--- config.mk ---
export PLATFORM = sky130hd
export DESIGN_NAME = user_scan_bridge
export DESIGN_NICKNAME = d
export VERILOG_FILES = /design/src/rtl/scan_bridge_pkg.sv /design/src/rtl/scan_fifo.sv /design/src/rtl/tap_state_machine.sv /design/src/rtl/user_scan_bridge.sv
export SDC_FILE = /design/constraint.sdc
export NUM_CORES = 1
export LEC_CHECK = 0
export BUFFER_PORTS_ARGS = -buffer_cell sky130_fd_sc_hd__buf_2
export CORE_MARGIN = 2
export CORE_UTILIZATION = 60
export DETAILED_ROUTE_END_ITERATION = 6
export PLACE_DENSITY_LB_ADDON = 0.2
export SYNTH_ARGS = -nofsm -noshare
export SYNTH_HDL_FRONTEND = slang
export SYNTH_SLANG_ARGS = --single-unit
--- constraint.sdc ---
create_clock -name clk_sys -period 2.9 [get_ports clk_sys]
set_input_delay 0.58 -clock clk_sys [delete_from_list [all_inputs] [get_ports clk_sys]]
set_output_delay 0.58 -clock clk_sys [all_outputs]
set_load 0.05 [all_outputs]
--- src/rtl/scan_bridge_pkg.sv ---
// constants, states and carriers shared by the user scan bridge
package scan_bridge_pkg;

   // ==========================================================
   // instruction register
   localparam int IR_WIDTH = 8;
   localparam logic [7:0] USER_FIRST = 8'h10;
   localparam logic [7:0] USER_LAST = 8'h7F;
   localparam logic [7:0] OP_EXTEST = 8'h00;
   localparam logic [7:0] OP_SAMPLE = 8'h01;
   localparam logic [7:0] OP_BYPASS = 8'hFF;
   localparam logic [7:0] IR_CAPTURE = 8'h01;
   localparam logic [7:0] IR_RESET = OP_BYPASS;

   // ==========================================================
   // stream and timing
   localparam int WORD_BITS = 8;
   localparam int FIFO_DEPTH = 32;
   localparam logic [2:0] BIT_FIRST = 3'h0;
   localparam logic [2:0] BIT_LAST = 3'h7;
   localparam logic [2:0] TMS_RESET_CYCLES = 3'h5;
   localparam int CLK_PERIOD_NS = 50;
   localparam int TCK_PERIOD_NS = 400;
   // each tck level must be seen by the two-stage sampler
   localparam int TCK_HALF_CYCLES = TCK_PERIOD_NS / 2 / CLK_PERIOD_NS;

   // ==========================================================
   // positions in the sampled pin vector
   localparam int SYN_TCK = 0;
   localparam int SYN_TMS = 1;
   localparam int SYN_TDI = 2;
   localparam int SYN_TRST = 3;
   localparam int SYN_USER_SERIAL_OUT = 4;
   localparam int SYN_WIDTH = 5;
   localparam logic [4:0] SYN_RESET = 5'h00;

   // ==========================================================
   // controller states
   typedef enum logic [3:0] {
      TEST_LOGIC_RESET = 4'h0,
      RUN_TEST_IDLE = 4'h1,
      SELECT_DR = 4'h2,
      CAPTURE_DR = 4'h3,
      SHIFT_DR = 4'h4,
      EXIT1_DR = 4'h5,
      PAUSE_DR = 4'h6,
      EXIT2_DR = 4'h7,
      UPDATE_DR = 4'h8,
      SELECT_IR = 4'h9,
      CAPTURE_IR = 4'hA,
      SHIFT_IR = 4'hB,
      EXIT1_IR = 4'hC,
      PAUSE_IR = 4'hD,
      EXIT2_IR = 4'hE,
      UPDATE_IR = 4'hF
   } tap_state_t;

   typedef struct packed {
      logic [7:0] instr;
      logic [7:0] data;
   } scan_word_t;

endpackage

--- src/rtl/scan_fifo.sv ---
// flip-flop FIFO with valid/ready on both sides
`timescale 1ns/1ps
`default_nettype none
module scan_fifo #(
   parameter int WIDTH = 16,
   parameter int DEPTH = 32
) (
   input wire logic clk_sys,
   input wire logic rst_n,
   input wire logic in_valid,
   output logic in_ready,
   input wire logic [WIDTH-1:0] in_data,
   output logic out_valid,
   input wire logic out_ready,
   output logic [WIDTH-1:0] out_data
);
   localparam int AW = $clog2(DEPTH);
   localparam logic [AW:0] FULL = (AW+1)'(DEPTH);

   logic [WIDTH-1:0] mem [DEPTH];
   logic [AW-1:0] wr_ptr;
   logic [AW-1:0] rd_ptr;
   logic [AW:0] count;
   logic push;
   logic pop;

   // ==========================================================
   // elaboration check
   generate
      if (DEPTH < 2 || (DEPTH & (DEPTH - 1)) != 0 || WIDTH < 1)
      begin : g_bad_size
         $error("scan_fifo: depth must be a power of two");
      end
   endgenerate

   // ==========================================================
   // flags and pointers
   assign in_ready = (count != FULL);
   assign out_valid = (count != '0);
   assign push = in_valid & in_ready;
   assign pop = out_valid & out_ready;
   assign out_data = mem[rd_ptr];

   always_ff @(posedge clk_sys)
   begin
      if (!rst_n)
      begin
         wr_ptr <= '0;
         rd_ptr <= '0;
         count <= '0;
      end
      else
      begin
         if (push)
            wr_ptr <= wr_ptr + AW'(1);
         if (pop)
            rd_ptr <= rd_ptr + AW'(1);
         if (push && !pop)
            count <= count + (AW+1)'(1);
         else if (pop && !push)
            count <= count - (AW+1)'(1);
      end
   end

   always_ff @(posedge clk_sys)
   begin
      if (push)
         mem[wr_ptr] <= in_data;
   end

endmodule
`default_nettype wire

--- src/rtl/tap_state_machine.sv ---
// sixteen-state test access port controller
`timescale 1ns/1ps
`default_nettype none
module tap_state_machine (
   input wire logic clk_sys,
   input wire logic rst_n,
   input wire logic trst_n,
   input wire logic step,
   input wire logic tms,
   output var scan_bridge_pkg::tap_state_t state,
   output scan_bridge_pkg::tap_state_t next_state
);
   import scan_bridge_pkg::*;

   // ==========================================================
   // next state
   always_comb
   begin
      next_state = state;
      if (!trst_n)
         next_state = TEST_LOGIC_RESET;
      else if (step)
      begin
         case (state)
            TEST_LOGIC_RESET:
               next_state = tms ? TEST_LOGIC_RESET : RUN_TEST_IDLE;
            RUN_TEST_IDLE: next_state = tms ? SELECT_DR : RUN_TEST_IDLE;
            SELECT_DR: next_state = tms ? SELECT_IR : CAPTURE_DR;
            CAPTURE_DR: next_state = tms ? EXIT1_DR : SHIFT_DR;
            SHIFT_DR: next_state = tms ? EXIT1_DR : SHIFT_DR;
            EXIT1_DR: next_state = tms ? UPDATE_DR : PAUSE_DR;
            PAUSE_DR: next_state = tms ? EXIT2_DR : PAUSE_DR;
            EXIT2_DR: next_state = tms ? UPDATE_DR : SHIFT_DR;
            UPDATE_DR: next_state = tms ? SELECT_DR : RUN_TEST_IDLE;
            SELECT_IR: next_state = tms ? TEST_LOGIC_RESET : CAPTURE_IR;
            CAPTURE_IR: next_state = tms ? EXIT1_IR : SHIFT_IR;
            SHIFT_IR: next_state = tms ? EXIT1_IR : SHIFT_IR;
            EXIT1_IR: next_state = tms ? UPDATE_IR : PAUSE_IR;
            PAUSE_IR: next_state = tms ? EXIT2_IR : PAUSE_IR;
            EXIT2_IR: next_state = tms ? UPDATE_IR : SHIFT_IR;
            UPDATE_IR: next_state = tms ? SELECT_DR : RUN_TEST_IDLE;
            default: next_state = TEST_LOGIC_RESET;
         endcase
      end
   end

   always_ff @(posedge clk_sys)
   begin
      if (!rst_n)
         state <= TEST_LOGIC_RESET;
      else
         state <= next_state;
   end

endmodule
`default_nettype wire

--- src/rtl/user_scan_bridge.sv ---
// bridge from the test access port to user core logic
// What this block does
// - core sees an 8-bit copy of the current instruction register
// - codes 16 to 127 are user instructions the core may decode
// - the copy changes only on entering Update-IR, or returns to FF in Test-Logic-Reset
// - core reset output is low while in Test-Logic-Reset
// - after power-up core reset stays low until the controller leaves reset
// - user serial output reaches TDO only under a user instruction
// - shift, update and capture flags high exactly in their DR states
// - core serial input and scan clock are TDI and TCK passed straight
// - controller has sixteen states driven by TMS at TCK rise and forced to Test-Logic-Reset by TRST
// - after reset state moves only on a TCK rising edge or while TRST is low
// - power-up or TRST puts the controller in Test-Logic-Reset
// - five or more TCK cycles with TMS high reach Test-Logic-Reset
// - TDI shifts into data register in Shift-DR, instruction in Shift-IR
// - instruction register works in IR states, data register in DR states
// - codes 00, 01 and FF are reserved, outside the user range
`timescale 1ns/1ps
`default_nettype none
module user_scan_bridge #(
   parameter int FIFO_DEPTH_P = scan_bridge_pkg::FIFO_DEPTH
) (
   input wire logic clk_sys,
   input wire logic rst_n,
   input wire logic tck,
   input wire logic tms,
   input wire logic tdi,
   input wire logic trst_n,
   output logic tdo,
   output logic tdo_oe,
   output logic [7:0] instr_reg_mirror,
   output logic user_instr,
   output logic tap_reset_n_out,
   output logic user_serial_in,
   output logic user_scan_clock,
   input wire logic user_serial_out,
   output logic shift_dr_flag,
   output logic capture_dr_flag,
   output logic update_dr_flag,
   output logic word_valid,
   input wire logic word_ready,
   output wire scan_bridge_pkg::scan_word_t word_data,
   output logic word_overrun
);
   import scan_bridge_pkg::*;

   logic [SYN_WIDTH-1:0] sync1;
   logic [SYN_WIDTH-1:0] sync2;
   logic tck_d;
   logic tck_rise;
   logic tck_fall;
   logic tms_s;
   logic tdi_s;
   logic trst_n_s;
   logic user_serial_out_s;
   tap_state_t state;
   tap_state_t next_state;
   logic [IR_WIDTH-1:0] ir_shift;
   logic bypass_bit;
   logic tdo_next;
   logic [WORD_BITS-1:0] byte_shift;
   logic [WORD_BITS-1:0] next_byte;
   logic [2:0] bit_cnt;
   logic byte_done;
   scan_word_t pend;
   logic pend_valid;
   logic pend_ready;
   logic [2:0] tms_hi_cnt;

   // ==========================================================
   // elaboration check
   generate
      if (TCK_HALF_CYCLES < 3 || FIFO_DEPTH_P < 2)
      begin : g_bad_cfg
         $error("user_scan_bridge: tck too fast or fifo too small");
      end
   endgenerate

   // ==========================================================
   // pin sampling, two stages before any use except the core pass-throughs
   always_ff @(posedge clk_sys)
   begin
      if (!rst_n)
      begin
         sync1 <= SYN_RESET;
         sync2 <= SYN_RESET;
         tck_d <= 1'b0;
      end
      else
      begin
         sync1 <= {user_serial_out, trst_n, tdi, tms, tck};
         sync2 <= sync1;
         tck_d <= sync2[SYN_TCK];
      end
   end

   assign tms_s = sync2[SYN_TMS];
   assign tdi_s = sync2[SYN_TDI];
   assign trst_n_s = sync2[SYN_TRST];
   assign user_serial_out_s = sync2[SYN_USER_SERIAL_OUT];
   assign tck_rise = sync2[SYN_TCK] & ~tck_d;
   assign tck_fall = ~sync2[SYN_TCK] & tck_d;

   // ==========================================================
   // straight pass-throughs to the core
   assign user_serial_in = tdi;
   assign user_scan_clock = tck;

   // ==========================================================
   // controller
   tap_state_machine u_tap (
      .clk_sys(clk_sys),
      .rst_n(rst_n),
      .trst_n(trst_n_s),
      .step(tck_rise),
      .tms(tms_s),
      .state(state),
      .next_state(next_state)
   );

   // ==========================================================
   // state flags and core reset, aligned with the state register
   always_ff @(posedge clk_sys)
   begin
      if (!rst_n)
      begin
         tap_reset_n_out <= 1'b0;
         shift_dr_flag <= 1'b0;
         capture_dr_flag <= 1'b0;
         update_dr_flag <= 1'b0;
      end
      else
      begin
         tap_reset_n_out <= (next_state != TEST_LOGIC_RESET);
         shift_dr_flag <= (next_state == SHIFT_DR);
         capture_dr_flag <= (next_state == CAPTURE_DR);
         update_dr_flag <= (next_state == UPDATE_DR);
      end
   end

   // ==========================================================
   // instruction shift register, IR states only
   always_ff @(posedge clk_sys)
   begin
      if (!rst_n)
         ir_shift <= IR_RESET;
      else if (tck_rise)
      begin
         case (state)
            CAPTURE_IR: ir_shift <= IR_CAPTURE;
            SHIFT_IR: ir_shift <= {tdi_s, ir_shift[IR_WIDTH-1:1]};
            default: ir_shift <= ir_shift;
         endcase
      end
   end

   // ==========================================================
   // instruction copy for the core
   always_ff @(posedge clk_sys)
   begin
      if (!rst_n)
         instr_reg_mirror <= IR_RESET;
      else if (next_state == TEST_LOGIC_RESET)
         instr_reg_mirror <= IR_RESET;
      else if (tck_rise && next_state == UPDATE_IR)
         instr_reg_mirror <= ir_shift;
   end

   // reserved codes 00, 01, ff fall outside this window
   assign user_instr = (instr_reg_mirror >= USER_FIRST) &&
                       (instr_reg_mirror <= USER_LAST);

   // ==========================================================
   // bypass bit, serves every non-user instruction
   always_ff @(posedge clk_sys)
   begin
      if (!rst_n)
         bypass_bit <= 1'b0;
      else if (tck_rise)
      begin
         case (state)
            CAPTURE_DR: bypass_bit <= 1'b0;
            SHIFT_DR: bypass_bit <= tdi_s;
            default: bypass_bit <= bypass_bit;
         endcase
      end
   end

   // ==========================================================
   // tdo multiplexer, updated on falling tck
   always_comb
   begin
      if (state == SHIFT_IR)
         tdo_next = ir_shift[0];
      else if (user_instr)
         tdo_next = user_serial_out_s;
      else
         tdo_next = bypass_bit;
   end

   always_ff @(posedge clk_sys)
   begin
      if (!rst_n)
      begin
         tdo <= 1'b0;
         tdo_oe <= 1'b0;
      end
      else if (tck_fall)
      begin
         tdo <= tdo_next;
         tdo_oe <= (state == SHIFT_IR) || (state == SHIFT_DR);
      end
   end

   // ==========================================================
   // user data stream: shifted bits packed into bytes
   assign next_byte = {tdi_s, byte_shift[WORD_BITS-1:1]};
   assign byte_done = tck_rise && state == SHIFT_DR && user_instr &&
                      bit_cnt == BIT_LAST;

   always_ff @(posedge clk_sys)
   begin
      if (!rst_n)
      begin
         byte_shift <= '0;
         bit_cnt <= BIT_FIRST;
      end
      else if (tck_rise)
      begin
         if (state == CAPTURE_DR)
            bit_cnt <= BIT_FIRST;
         else if (state == SHIFT_DR && user_instr)
         begin
            byte_shift <= next_byte;
            bit_cnt <= bit_cnt + 3'h1;
         end
      end
   end

   // one staging word; a full fifo stalls it
   always_ff @(posedge clk_sys)
   begin
      if (!rst_n)
      begin
         pend_valid <= 1'b0;
         pend <= '0;
      end
      else if (byte_done && (!pend_valid || pend_ready))
      begin
         pend_valid <= 1'b1;
         pend.instr <= instr_reg_mirror;
         pend.data <= next_byte;
      end
      else if (pend_ready)
         pend_valid <= 1'b0;
   end

   // byte lost while staging is stalled; set wins over clear
   always_ff @(posedge clk_sys)
   begin
      if (!rst_n)
         word_overrun <= 1'b0;
      else if (byte_done && pend_valid && !pend_ready)
         word_overrun <= 1'b1;
      else if (state == TEST_LOGIC_RESET)
         word_overrun <= 1'b0;
   end

   scan_fifo #(
      .WIDTH($bits(scan_word_t)),
      .DEPTH(FIFO_DEPTH_P)
   ) u_fifo (
      .clk_sys(clk_sys),
      .rst_n(rst_n),
      .in_valid(pend_valid),
      .in_ready(pend_ready),
      .in_data(pend),
      .out_valid(word_valid),
      .out_ready(word_ready),
      .out_data(word_data)
   );

   // ==========================================================
   // checks
   always_ff @(posedge clk_sys)
   begin
      if (!rst_n)
         tms_hi_cnt <= 3'h0;
      else if (tck_rise)
      begin
         if (!tms_s)
            tms_hi_cnt <= 3'h0;
         else if (tms_hi_cnt != TMS_RESET_CYCLES)
            tms_hi_cnt <= tms_hi_cnt + 3'h1;
      end
   end
endmodule
`default_nettype wire

==> reports/qor.csv, run 1 <==
stage;metric;value;unit
yosys;post-synthesis mux area share;0.121;
yosys;syn_area_per_cell;16.7;µm²
yosys;post-synthesis compound-gate area fraction;0.0513;
global_route;met3 GRT Util;0.0431;
sta;unrepaired setup endpoints after global routing;yes;
place;placed cell area;0.0247;mm²
floorplanning;DIE WIDTH;202;µm
global_route;vias in the first global route;13000;
cells_and_area;final core occ;0.701;
global_route;first-pass GRT wire length;80.9;mm
global_route;largest net degree at the start of global routing;82;
yosys;Synth Net Count;1419;
clock_tree;Max clock buf depth;3;
cells_and_area;area delta synth->final;15.4;%
sta;Hold Slack;0.183;ns
clock_tree;Clock transition at path regs;0.06;ns
sta;actual slew at the worst max-slew pin;1.43;ns
yosys;sequential cell area fraction in the yosys report;0.731;
floorplanning;die height;202;µm
sta;Max Clock Freq;0.318;GHz
floorplanning;# IOs;43;
power;IR drop worst, VDD;0.000793;V
cells_and_area;final instance area;0.0270;mm²
clock_tree;CTS tree;built;
floorplanning;starting density of the core;0.607;
sta;Final min period;3.15;ns
yosys;most area-hungry cell type in the Yosys netlist;edfxtp_1;
global_route;initial antenna violation count;0;
route;DR iter-0 viols;1235;
cells_and_area;fin cells;2087;
sta;Final Setup Violations;16;
yosys;synthesized area;0.0234;mm²
global_route;met2 Track Usage GR;0.443;
sta;Final WS setup;-0.249;ns
route;Initial DRT Pass Iterations;5;
global_route;overall routing resource usage;0.271;
clock_tree;clk_lat worst skew;0.62;ns
setup_path;kind of critical path;reg2out;
clock_tree;Max H-tree Level;2;
power;PwrDens;759;mW/mm²
yosys;Synth Area in Simple Gates;0.0647;
yosys;top cell type's share of synthesized area;0.657;
sta;crit share post-route;1.09;
yosys;Post-Synth XOR/XNOR Area;0.00524;
yosys;Seq cells post-synth;599;
yosys;Post-synth top cells;edfxtp_1 (512), mux2i_1 (138), dfxtp_1 (87);
sta;Slew Limit Fails;0;
place;Inst Count DP;1964;
yosys;Unique masters post-synth;59;
clock_tree;CTS Hold Buffers Added;0;
clock_tree;Num CTS Buffers;56;
job;max_cap viols;0;
yosys;leading register cell type out of synthesis;edfxtp_1;
route;vias per inst;6.23;
setup_path;Worst setup EP type;output pin;
cells_and_area;Fill cells;2510;
clock_tree;root buf cell;clkbuf_16;
clock_tree;Sink Count;599;
cells_and_area;fin nets;1542;
setup_path;crit start category;register;
power;Leak;8.08;nW
global_route;met1 Use GR;0.373;
run_status;status;finished with violations;
yosys;largest family of logic cells by synthesized area;multiplexers;
run_status;violated checks;setup timing;
route;Routed WL per cell;25.6;µm
yosys;most numerous cell in the Yosys netlist;edfxtp_1;
route;DRC;0;
global_route;GRT busiest layer;met2;
sta;Clock Skews;0.0228;ns
global_route;total gr overflow;0;
floorplanning;Placeable Area;0.0386;mm²
yosys;FFs w/ async S/R, synth;0;
route;Vias;13000;
setup_path;crit path max fanout;6;
floorplanning;DIE AREA;0.0406;mm²
sta;Fin. Hold Viols;0;
setup_path;Arr. time, crit path;2.57;ns
route;Routed Antenna Nets;0;
sta;max_slew headroom;0.0464;
min_path;Hold WC Path Type;in2reg;
place;post-DP HPWL;30.8;mm
setup_path;CP Data Required Time;2.32;ns
place;gp weighted congestion;0.815;
cells_and_area;layout cell share with drive strength beyond 1;0.221;
yosys;synth top area cells;edfxtp_1 (66%), dfxtp_1 (7.4%), mux4_2 (6.2%);
yosys;EDFF count, synth;512;
yosys;YS warnings;0;
sta;setup tns final;-2.88;ns
place;I/O Buffers;42;
route;drt total wl;53.4;mm
yosys;Synth Area in Adders;0.00727;
floorplanning;FP Rows;72;
yosys;Gate Count Post-Synth;1398;
## timing repair
item	4_1_cts	5_1_grt
hold endpoints to repair	0	0
setup buffers	10	3
gates resized for setup	69	7
cloned	5	0
setup endpoints to repair	16	18
pin swaps	24	7
## critical path, cell delays in order (launching register included)
cell and delay [ns]:
dfxtp_4 0.44, buf_12 0.15, buf_8 0.10, mux4_2 0.54, a22oi_2 0.33, nand4_1 0.19, buf_6 0.20
## area by class of cell
type / instances / area [µm²] / share of cell area
diodes: 1 / 2.50 / 0.0000926
repair buffers: 150 / 1440 / 0.0534
multi-input cells: 700 / 5980 / 0.222
inverters: 14 / 52.6 / 0.00195
clock buffers: 70 / 1490 / 0.0550
clock inverters: 35 / 278 / 0.0103
well taps: 518 / 648 / 0.0240
flip-flops and latches: 599 / 17100 / 0.634
## registers in the layout, summed over array words and instances (netlist names), 3 cells and up, named ones only
register          flops
ir_shift              8
u_fifo.mem          512
u_fifo.wr_ptr         5
u_fifo.count          6
bit_cnt               3
pend                 16
u_fifo.rd_ptr         5
sync2                 5
sync1                 5
byte_shift            7
instr_reg_mirror      8
u_tap.state           4
## final timing paths
check	startpoint	end	slack, ns	cells past startpoint
worst max-delay path	register	word_data[6]	-0.25	6
worst min register to register	sync1[1]$_SDFF_PN0_	sync2[1]$_SDFF_PN0_	0.43	1
worst max register to register	u_fifo.count[0]$_SDFFE_PN0P_	u_fifo.count[5]$_SDFFE_PN0P_	0.18	11
worst min-delay path	trst_n	sync1[3]$_SDFF_PN0_	0.18	2
## metal layers
| layer | vias up | share of wire |
|---|---|---|
| met5 | - | 0 |
| met2 | 561 | 0.49 |
| met4 | 0 | 0.035 |
| met3 | 125 | 0.072 |
| li1 | 5734 | - |
| met1 | 6587 | 0.40 |
## layout by cell type, fill, tap and decap left out, types with 5 or more instances in the layout
cell,count
a21boi_0,12
a21oi_1,25
a22oi_1,58
a22oi_2,23
a31oi_1,5
and2_1,23
buf_12,12
buf_16,6
buf_2,26
buf_4,83
buf_6,21
clkbuf_1,10
clkbuf_16,56
clkinv_1,10
clkinv_2,15
dfxtp_1,85
edfxtp_1,512
ha_1,12
inv_1,14
mux2i_1,137
mux4_2,64
nand2_1,84
nand3_1,65
nand3_2,5
nand3b_1,5
nand4_1,20
nor2_1,46
nor2b_1,10
nor3_1,5
o21ai_0,12
o21ai_1,16
or3_1,5
xnor2_1,11
## logic make-up after synthesis
kind of cell	after synthesis
DFF	599
and+or+nand+nor	296
muxes	202
AOI/OAI and AO/OA	175
buffers and inverters	99
xor gates and xnor gates	14
adders and majority gates	13
## report_power, final
part           internal, mW  total (mW)  leakage (nW)  switching, mW
registers              9.29        9.41          4.80          0.125
logic                  1.84        4.09          2.39           2.25
clock network          3.91        7.00         0.883           3.09
total                  15.0        20.5          8.08           5.46
## through the flow
step           power, mW  setup slack, ns
6_report            20.5           -0.249
5_1_grt             21.2           -0.313
4_1_cts             20.6           -0.254
3_5_place_dp        13.2            0.128
3_3_place_gp        13.1            0.209
2_1_floorplan       12.2            0.275
Note: power is estimated with default switching activity, not from simulation.
==> run 2, diff against run 1 <==
--- a/config.mk
+++ b/config.mk
@@ -10,6 +10,7 @@
 export CORE_UTILIZATION = 60
 export DETAILED_ROUTE_END_ITERATION = 6
 export PLACE_DENSITY_LB_ADDON = 0.2
+export SKIP_LAST_GASP = 1
 export SYNTH_ARGS = -nofsm -noshare
 export SYNTH_HDL_FRONTEND = slang
 export SYNTH_SLANG_ARGS = --single-unit
==> run 2 against run 1 <==
Effect of this change: critical path depth stayed put; sequential share of layout area decreased by 0.31 points; largest power group unchanged; worst setup slack worse by 0.0054 ns; combinational power grew 5%; global-route usage is essentially flat; first-iteration DRC count up 1.3%; critical path type unchanged; critical endpoint unchanged; clock power about the same; the run still ends with setup timing left.
==> reports/qor.csv, run 2 (synthesized netlist as in run 1, its figures left out) <==
stage;metric;value;unit
power;Leak;8.14;nW
sta;setup tns final;-2.91;ns
power;combinational group share of total power;0.207;
route;Routed Antenna Nets;0;
clock_tree;clk_lat worst skew;0.63;ns
setup_path;crit path max fanout;6;
setup_path;max incr delay on CP;0.54;ns
min_path;min-delay src;trst_n;
global_route;vias in the first global route;13000;
route;DRC;0;
cells_and_area;final instance area;0.0272;mm²
setup_path;CP delay by family, top;multiplexers;
place;I/O Buffers;42;
setup_path;critical path depth in cells;6;
power;PwrDens;761;mW/mm²
sta;Max Clock Freq;0.317;GHz
route;vias per inst;6.24;
setup_path;Worst setup endpoint;word_data[6];
cells_and_area;commonest non-fill, non-tap cell in the layout;edfxtp_1;
power;switching share of power;0.266;
setup_path;Slowest-stage cell, CP;mux4_2;
cells_and_area;largest register by flop count;u_fifo.mem;
cells_and_area;max FFs per register;512;
place;post-DP HPWL;30.8;mm
sta;Fin. Hold Viols;0;
setup_path;FF-to-FF Start;u_fifo.count[0]$_SDFFE_PN0P_;
clock_tree;Sink Count;599;
route;drt total wl;53.9;mm
floorplanning;DIE AREA;0.0406;mm²
cells_and_area;layout cell share with drive strength beyond 1;0.226;
clock_tree;Max H-tree Level;2;
route;Initial DRT Pass Iterations;5;
global_route;first-pass GRT wire length;80.9;mm
global_route;largest net degree at the start of global routing;82;
cells_and_area;most frequent cells in the layout;edfxtp_1 (512), mux2i_1 (138), buf_4 (87), nand2_1 (84), dfxtp_1 (84);
sta;Final WS setup;-0.255;ns
setup_path;kind of critical path;reg2out;
clock_tree;Max clock buf depth;3;
setup_path;CP Data Required Time;2.32;ns
route;DR iter-0 viols;1251;
cells_and_area;top flop regs;u_fifo.mem x512, pend x16;
setup_path;crit start category;register;
place;placed cell area;0.0247;mm²
min_path;Hold WC Path Type;in2reg;
sta;Clock Skews;0.0267;ns
floorplanning;starting density of the core;0.607;
floorplanning;die height;202;µm
setup_path;Arr. time, crit path;2.57;ns
sta;Final min period;3.15;ns
sta;actual slew at the worst max-slew pin;1.38;ns
clock_tree;Num CTS Buffers;56;
sta;Slew Limit Fails;0;
setup_path;Reg-to-Reg End;u_fifo.count[5]$_SDFFE_PN0P_;
power;Clock Power Share;0.338;
route;Routed WL per cell;25.8;µm
setup_path;Worst setup EP type;output pin;
run_status;violated checks;setup timing;
clock_tree;CTS Hold Buffers Added;0;
floorplanning;# IOs;43;
sta;crit share post-route;1.09;
setup_path;R2R depth;11;
floorplanning;Placeable Area;0.0386;mm²
power;IR drop worst, VDD;0.000778;V
sta;Final Setup Violations;16;
cells_and_area;area delta synth->final;16.0;%
global_route;overall routing resource usage;0.271;
power;Switch Pwr;5.51;mW
setup_path;Crit path buffers/inverters;3;
global_route;initial antenna violation count;1;
run_status;status;finished with violations;
clock_tree;CTS tree;built;
cells_and_area;fin nets;1549;
place;gp weighted congestion;0.815;
power;internal power;15.2;mW
floorplanning;DIE WIDTH;202;µm
floorplanning;FP Rows;72;
setup_path;R2R Setup Slk;0.18;ns
route;Vias;13100;
sta;max_slew headroom;0.0810;
power;Sequential Power Share;0.455;
global_route;total gr overflow;0;
sta;unrepaired setup endpoints after global routing;yes;
clock_tree;root buf cell;clkbuf_16;
setup_path;critical-path cell list;buf_12 -> buf_8 -> mux4_2 -> a22oi_2 -> nand4_1 -> buf_6;
job;max_cap viols;0;
clock_tree;Clock transition at path regs;0.06;ns
==> run 2: cell count changes in the layout (fill, tap and decap cells not counted), moves of 2 or more <==
cell	change
buf_4	+4
a22oi_1	-3
a22oi_2	+3
clkbuf_16	+2
==> run 2: per-stage QoR <==
stage               std cells  power (mW)  setup slack (ns)   util  hold slack [ns]
detailed placement       1964        13.2             0.128  0.641            0.421
finish                   2094        20.7            -0.255  0.704            0.184
floorplan                1398        12.2             0.275      -            0.412
global route             2093        21.4            -0.317  0.704            0.161
global placement         1964        13.1             0.209  0.641            0.418
CTS                      2084        20.6            -0.254  0.700            0.153
==> run 2: worst register-to-register path, stage by stage (launching register included) <==
cell	delay, ns
dfxtp_1	0.49
nor4_4	0.07
buf_4	0.15
a31oi_2	0.23
ha_1	0.29
inv_1	0.15
ha_1	0.36
and4b_1	0.21
a311oi_1	0.27
nand3_1	0.13
xnor2_1	0.13
and2_1	0.15
==> run 2: area by class of cell <==
class / count / area [µm²]
fill: 2493 / 11400
sequential: 599 / 17100
timing repair buffer: 157 / 1560
tap: 518 / 648
inverter: 14 / 52.6
clock inverter: 35 / 278
antenna: 1 / 2.50
multi-input combinational: 700 / 6000
clock buffer: 70 / 1490
==> run 2: worst min path at each step <==
stage                          end  slack, ns  cells past startpoint
6_report       sync1[3]$_SDFF_PN0_       0.18                      2
2_1_floorplan  sync2[0]$_SDFF_PN0_       0.41                      1
3_5_place_dp   sync2[1]$_SDFF_PN0_       0.42                      1
5_1_grt        sync1[3]$_SDFF_PN0_       0.16                      2
4_1_cts        sync1[3]$_SDFF_PN0_       0.15                      2
3_3_place_gp   sync2[0]$_SDFF_PN0_       0.42                      1
==> run 2: what timing repair did <==
item	in CTS	in global routing
gates resized for setup	67	14
setup endpoints to repair	16	18
cloned	5	2
buffers inserted	10	8
pin swaps	23	9
==> run 2: power by group through the flow <==
stage	clock network, mW	logic, mW	registers (mW)
final	6.99	4.28	9.40
after global routing	7.46	4.50	9.40
after CTS	7.10	4.10	9.41
after detailed placement	0	3.56	9.60
after global placement	0	3.51	9.60
after floorplan	0	2.63	9.52
==> run 2: routing by layer <==
| layer | vias to the layer above | GRT usage | part of all wire |
|---|---|---|---|
| met5 | - | 0 | 0.00030 |
| met4 | 2 | 0.106 | 0.032 |
| met2 | 573 | 0.441 | 0.49 |
| met1 | 6630 | 0.372 | 0.40 |
| li1 | 5746 | - | - |
| met3 | 109 | 0.0449 | 0.076 |
==> run 3, diff against run 2 <==
--- a/config.mk
+++ b/config.mk
@@ -9,7 +9,8 @@
 export CORE_MARGIN = 2
 export CORE_UTILIZATION = 60
 export DETAILED_ROUTE_END_ITERATION = 6
-export PLACE_DENSITY_LB_ADDON = 0.2
+export PLACE_DENSITY = 0.76
+export REMOVE_ABC_BUFFERS = 1
 export SKIP_LAST_GASP = 1
 export SYNTH_ARGS = -nofsm -noshare
 export SYNTH_HDL_FRONTEND = slang
==> run 3 against run 2 <==
Effect of this change: the run ends with DRC, setup timing left; global-route usage is 0.27 points higher; first-iteration DRC count increased by 12%; total power is 0.26% lower; cell area down 0.33%; hold slack got worse by 0.0012 ns; fmax is 1.4% lower; non-clock buffer count decreased by 9; core utilization down 0.23 points; count of clock-buffer cells in the layout is 2 higher; combinational power fell by 1%; critical path type unchanged; largest cell class unchanged.
==> reports/qor.csv, run 3 (synthesized netlist as in run 1, its figures left out) <==
stage;metric;value;unit
run_status;status;finished with violations;
run_status;violated checks;DRC, setup timing;
floorplanning;starting density of the core;0.607;
setup_path;Reg-to-Reg End;u_fifo.count[5]$_SDFFE_PN0P_;
sta;max_slew headroom;0.161;
setup_path;Worst setup EP type;output pin;
place;gp weighted congestion;0.834;
power;IR drop worst, VDD;0.000581;V
sta;Max Clock Freq;0.313;GHz
cells_and_area;Multi-input gate area;0.00603;mm²
global_route;vias in the first global route;13100;
min_path;Hold Crit Endpoint;sync1[4]$_SDFF_PN0_;
route;vias per inst;6.38;
place;post-DP HPWL;30.6;mm
setup_path;critical-path cell list;buf_12 -> buf_8 -> mux4_2 -> a22oi_1 -> buf_4 -> nand4_1 -> buf_6;
cells_and_area;fin nets;1542;
power;Leak;8.04;nW
job;max_cap viols;0;
global_route;first-pass GRT wire length;81.7;mm
route;Initial DRT Pass Iterations;7;
setup_path;max incr delay on CP;0.52;ns
setup_path;kind of critical path;reg2out;
route;met1 wire length;21.4;mm
cells_and_area;Fill cells;2464;
route;met2 WL;26.5;mm
setup_path;Slowest-stage cell, CP;mux4_2;
cells_and_area;diode count;0;
clock_tree;CTS tree;built;
sta;crit share post-route;1.10;
sta;Slew Limit Fails;0;
power;Switch Pwr;5.42;mW
clock_tree;clk_lat worst skew;0.61;ns
place;placed cell area;0.0247;mm²
global_route;overall routing resource usage;0.274;
setup_path;R2R depth;11;
route;Vias;13300;
setup_path;crit start category;register;
clock_tree;Num CTS Buffers;57;
floorplanning;Placeable Area;0.0386;mm²
min_path;Hold WC Path Type;in2reg;
route;Routed WL per cell;26.5;µm
sta;setup tns final;-3.46;ns
cells_and_area;most frequent cells in the layout;edfxtp_1 (512), mux2i_1 (138), dfxtp_1 (85), nand2_1 (84), buf_4 (81);
power;switching share of power;0.263;
min_path;min-delay src;user_serial_out;
setup_path;CP Data Required Time;2.32;ns
sta;Hold Slack;0.182;ns
cells_and_area;commonest non-fill, non-tap cell in the layout;edfxtp_1;
clock_tree;root buf cell;clkbuf_16;
setup_path;R2R Setup Slk;0.17;ns
route;met3 wire length;5.33;mm
cells_and_area;top flop regs;u_fifo.mem x512, pend x16;
global_route;initial antenna violation count;0;
route;Routed Antenna Nets;0;
power;Sequential Power Share;0.455;
cells_and_area;area taken by flip-flops and latches;0.0171;mm²
floorplanning;die height;202;µm
clock_tree;Max H-tree Level;2;
power;internal power;15.2;mW
cells_and_area;max FFs per register;512;
sta;actual slew at the worst max-slew pin;1.26;ns
sta;unrepaired setup endpoints after global routing;yes;
cells_and_area;layout cell share with drive strength beyond 1;0.223;
route;top sig layer;met4;
cells_and_area;area delta synth->final;15.6;%
min_path;Cells on Worst Hold Path;2;
setup_path;FF-to-FF Start;u_fifo.count[1]$_SDFFE_PN0P_;
power;Clock Power Share;0.341;
power;PwrDens;762;mW/mm²
place;I/O Buffers;42;
clock_tree;Clock transition at path regs;0.06;ns
floorplanning;DIE AREA;0.0406;mm²
clock_tree;Max clock buf depth;3;
route;drt total wl;55.2;mm
cells_and_area;final instance area;0.0271;mm²
sta;Fin. Hold Viols;0;
floorplanning;# IOs;43;
floorplanning;FP Rows;72;
route;DR iter-0 viols;1395;
sta;Final min period;3.20;ns
setup_path;crit path max fanout;9;
floorplanning;DIE WIDTH;202;µm
power;combinational group share of total power;0.204;
sta;Final WS setup;-0.299;ns
setup_path;Arr. time, crit path;2.62;ns
sta;Final Setup Violations;16;
clock_tree;Sink Count;599;
sta;Clock Skews;0.0186;ns
global_route;largest net degree at the start of global routing;34;
global_route;total gr overflow;0;
route;DRC;1;
cells_and_area;largest register by flop count;u_fifo.mem;
run 3: changes by cell type in the layout (fill, tap and decap cells not counted), moves of 6 or more:
cell        delta
buf_4          -6
clkinvlp_4     +6
nor2_2         +9
nor2_1         -9
clkinv_2       -7
run 3: worst max path at each step:
stage	to	start	cells past startpoint
after global placement	word_data[12]	register	6
after detailed placement	word_data[12]	register	6
after global routing	word_data[9]	register	8
final	word_data[14]	register	7
after CTS	word_data[5]	register	7
after floorplan	word_data[0]	register	3
run 3: stage by stage:
step                worst slack, ns  utilization  total power, mW  cells
floorplan                     -4.92            -             12.4   1313
global placement              0.107        0.641             13.0   1960
detailed placement           0.0999        0.641             13.1   1960
CTS                          -0.294        0.700             20.7   2084
global route                 -0.324        0.702             21.3   2086
finish                       -0.299        0.702             20.6   2086
run 3: cell type report:
cell class,instances,area share
multi-input combinational,701,0.223
clock inverter,34,0.00939
inverter,14,0.00194
sequential,599,0.633
clock buffer,72,0.0559
tap,518,0.0240
timing repair buffer,148,0.0532
run 3: power groups by stage:
stage	clock network [mW]	logic [mW]	registers (mW)
after floorplan	0	2.45	9.96
after global routing	7.44	4.44	9.39
after detailed placement	0	3.49	9.57
after CTS	7.12	4.18	9.38
after global placement	0	3.47	9.57
final	7.02	4.22	9.38
run 3: critical path: cells and delay by family (launching register included):
family	cells	cell delay, ns
mux	1	0.52
buf+inv	4	0.73
flops	1	0.36
compound gates	1	0.20
simple gates	1	0.20
run 3: what timing repair did:
item                                   CTS  global route
cloned                                   5             1
hold buffers                             0             0
setup endpoints to repair               16            17
resized for setup                       61            18
pin swaps                               11            18
buffers inserted                        13             1
endpoints found under the hold margin    0             0
run 3: per-layer routing:
metal / vias up / GRT usage
met5: - / 0
met4: 0 / 0.111
met3: 133 / 0.0515
met2: 743 / 0.438
met1: 6700 / 0.377
li1: 5738 / -
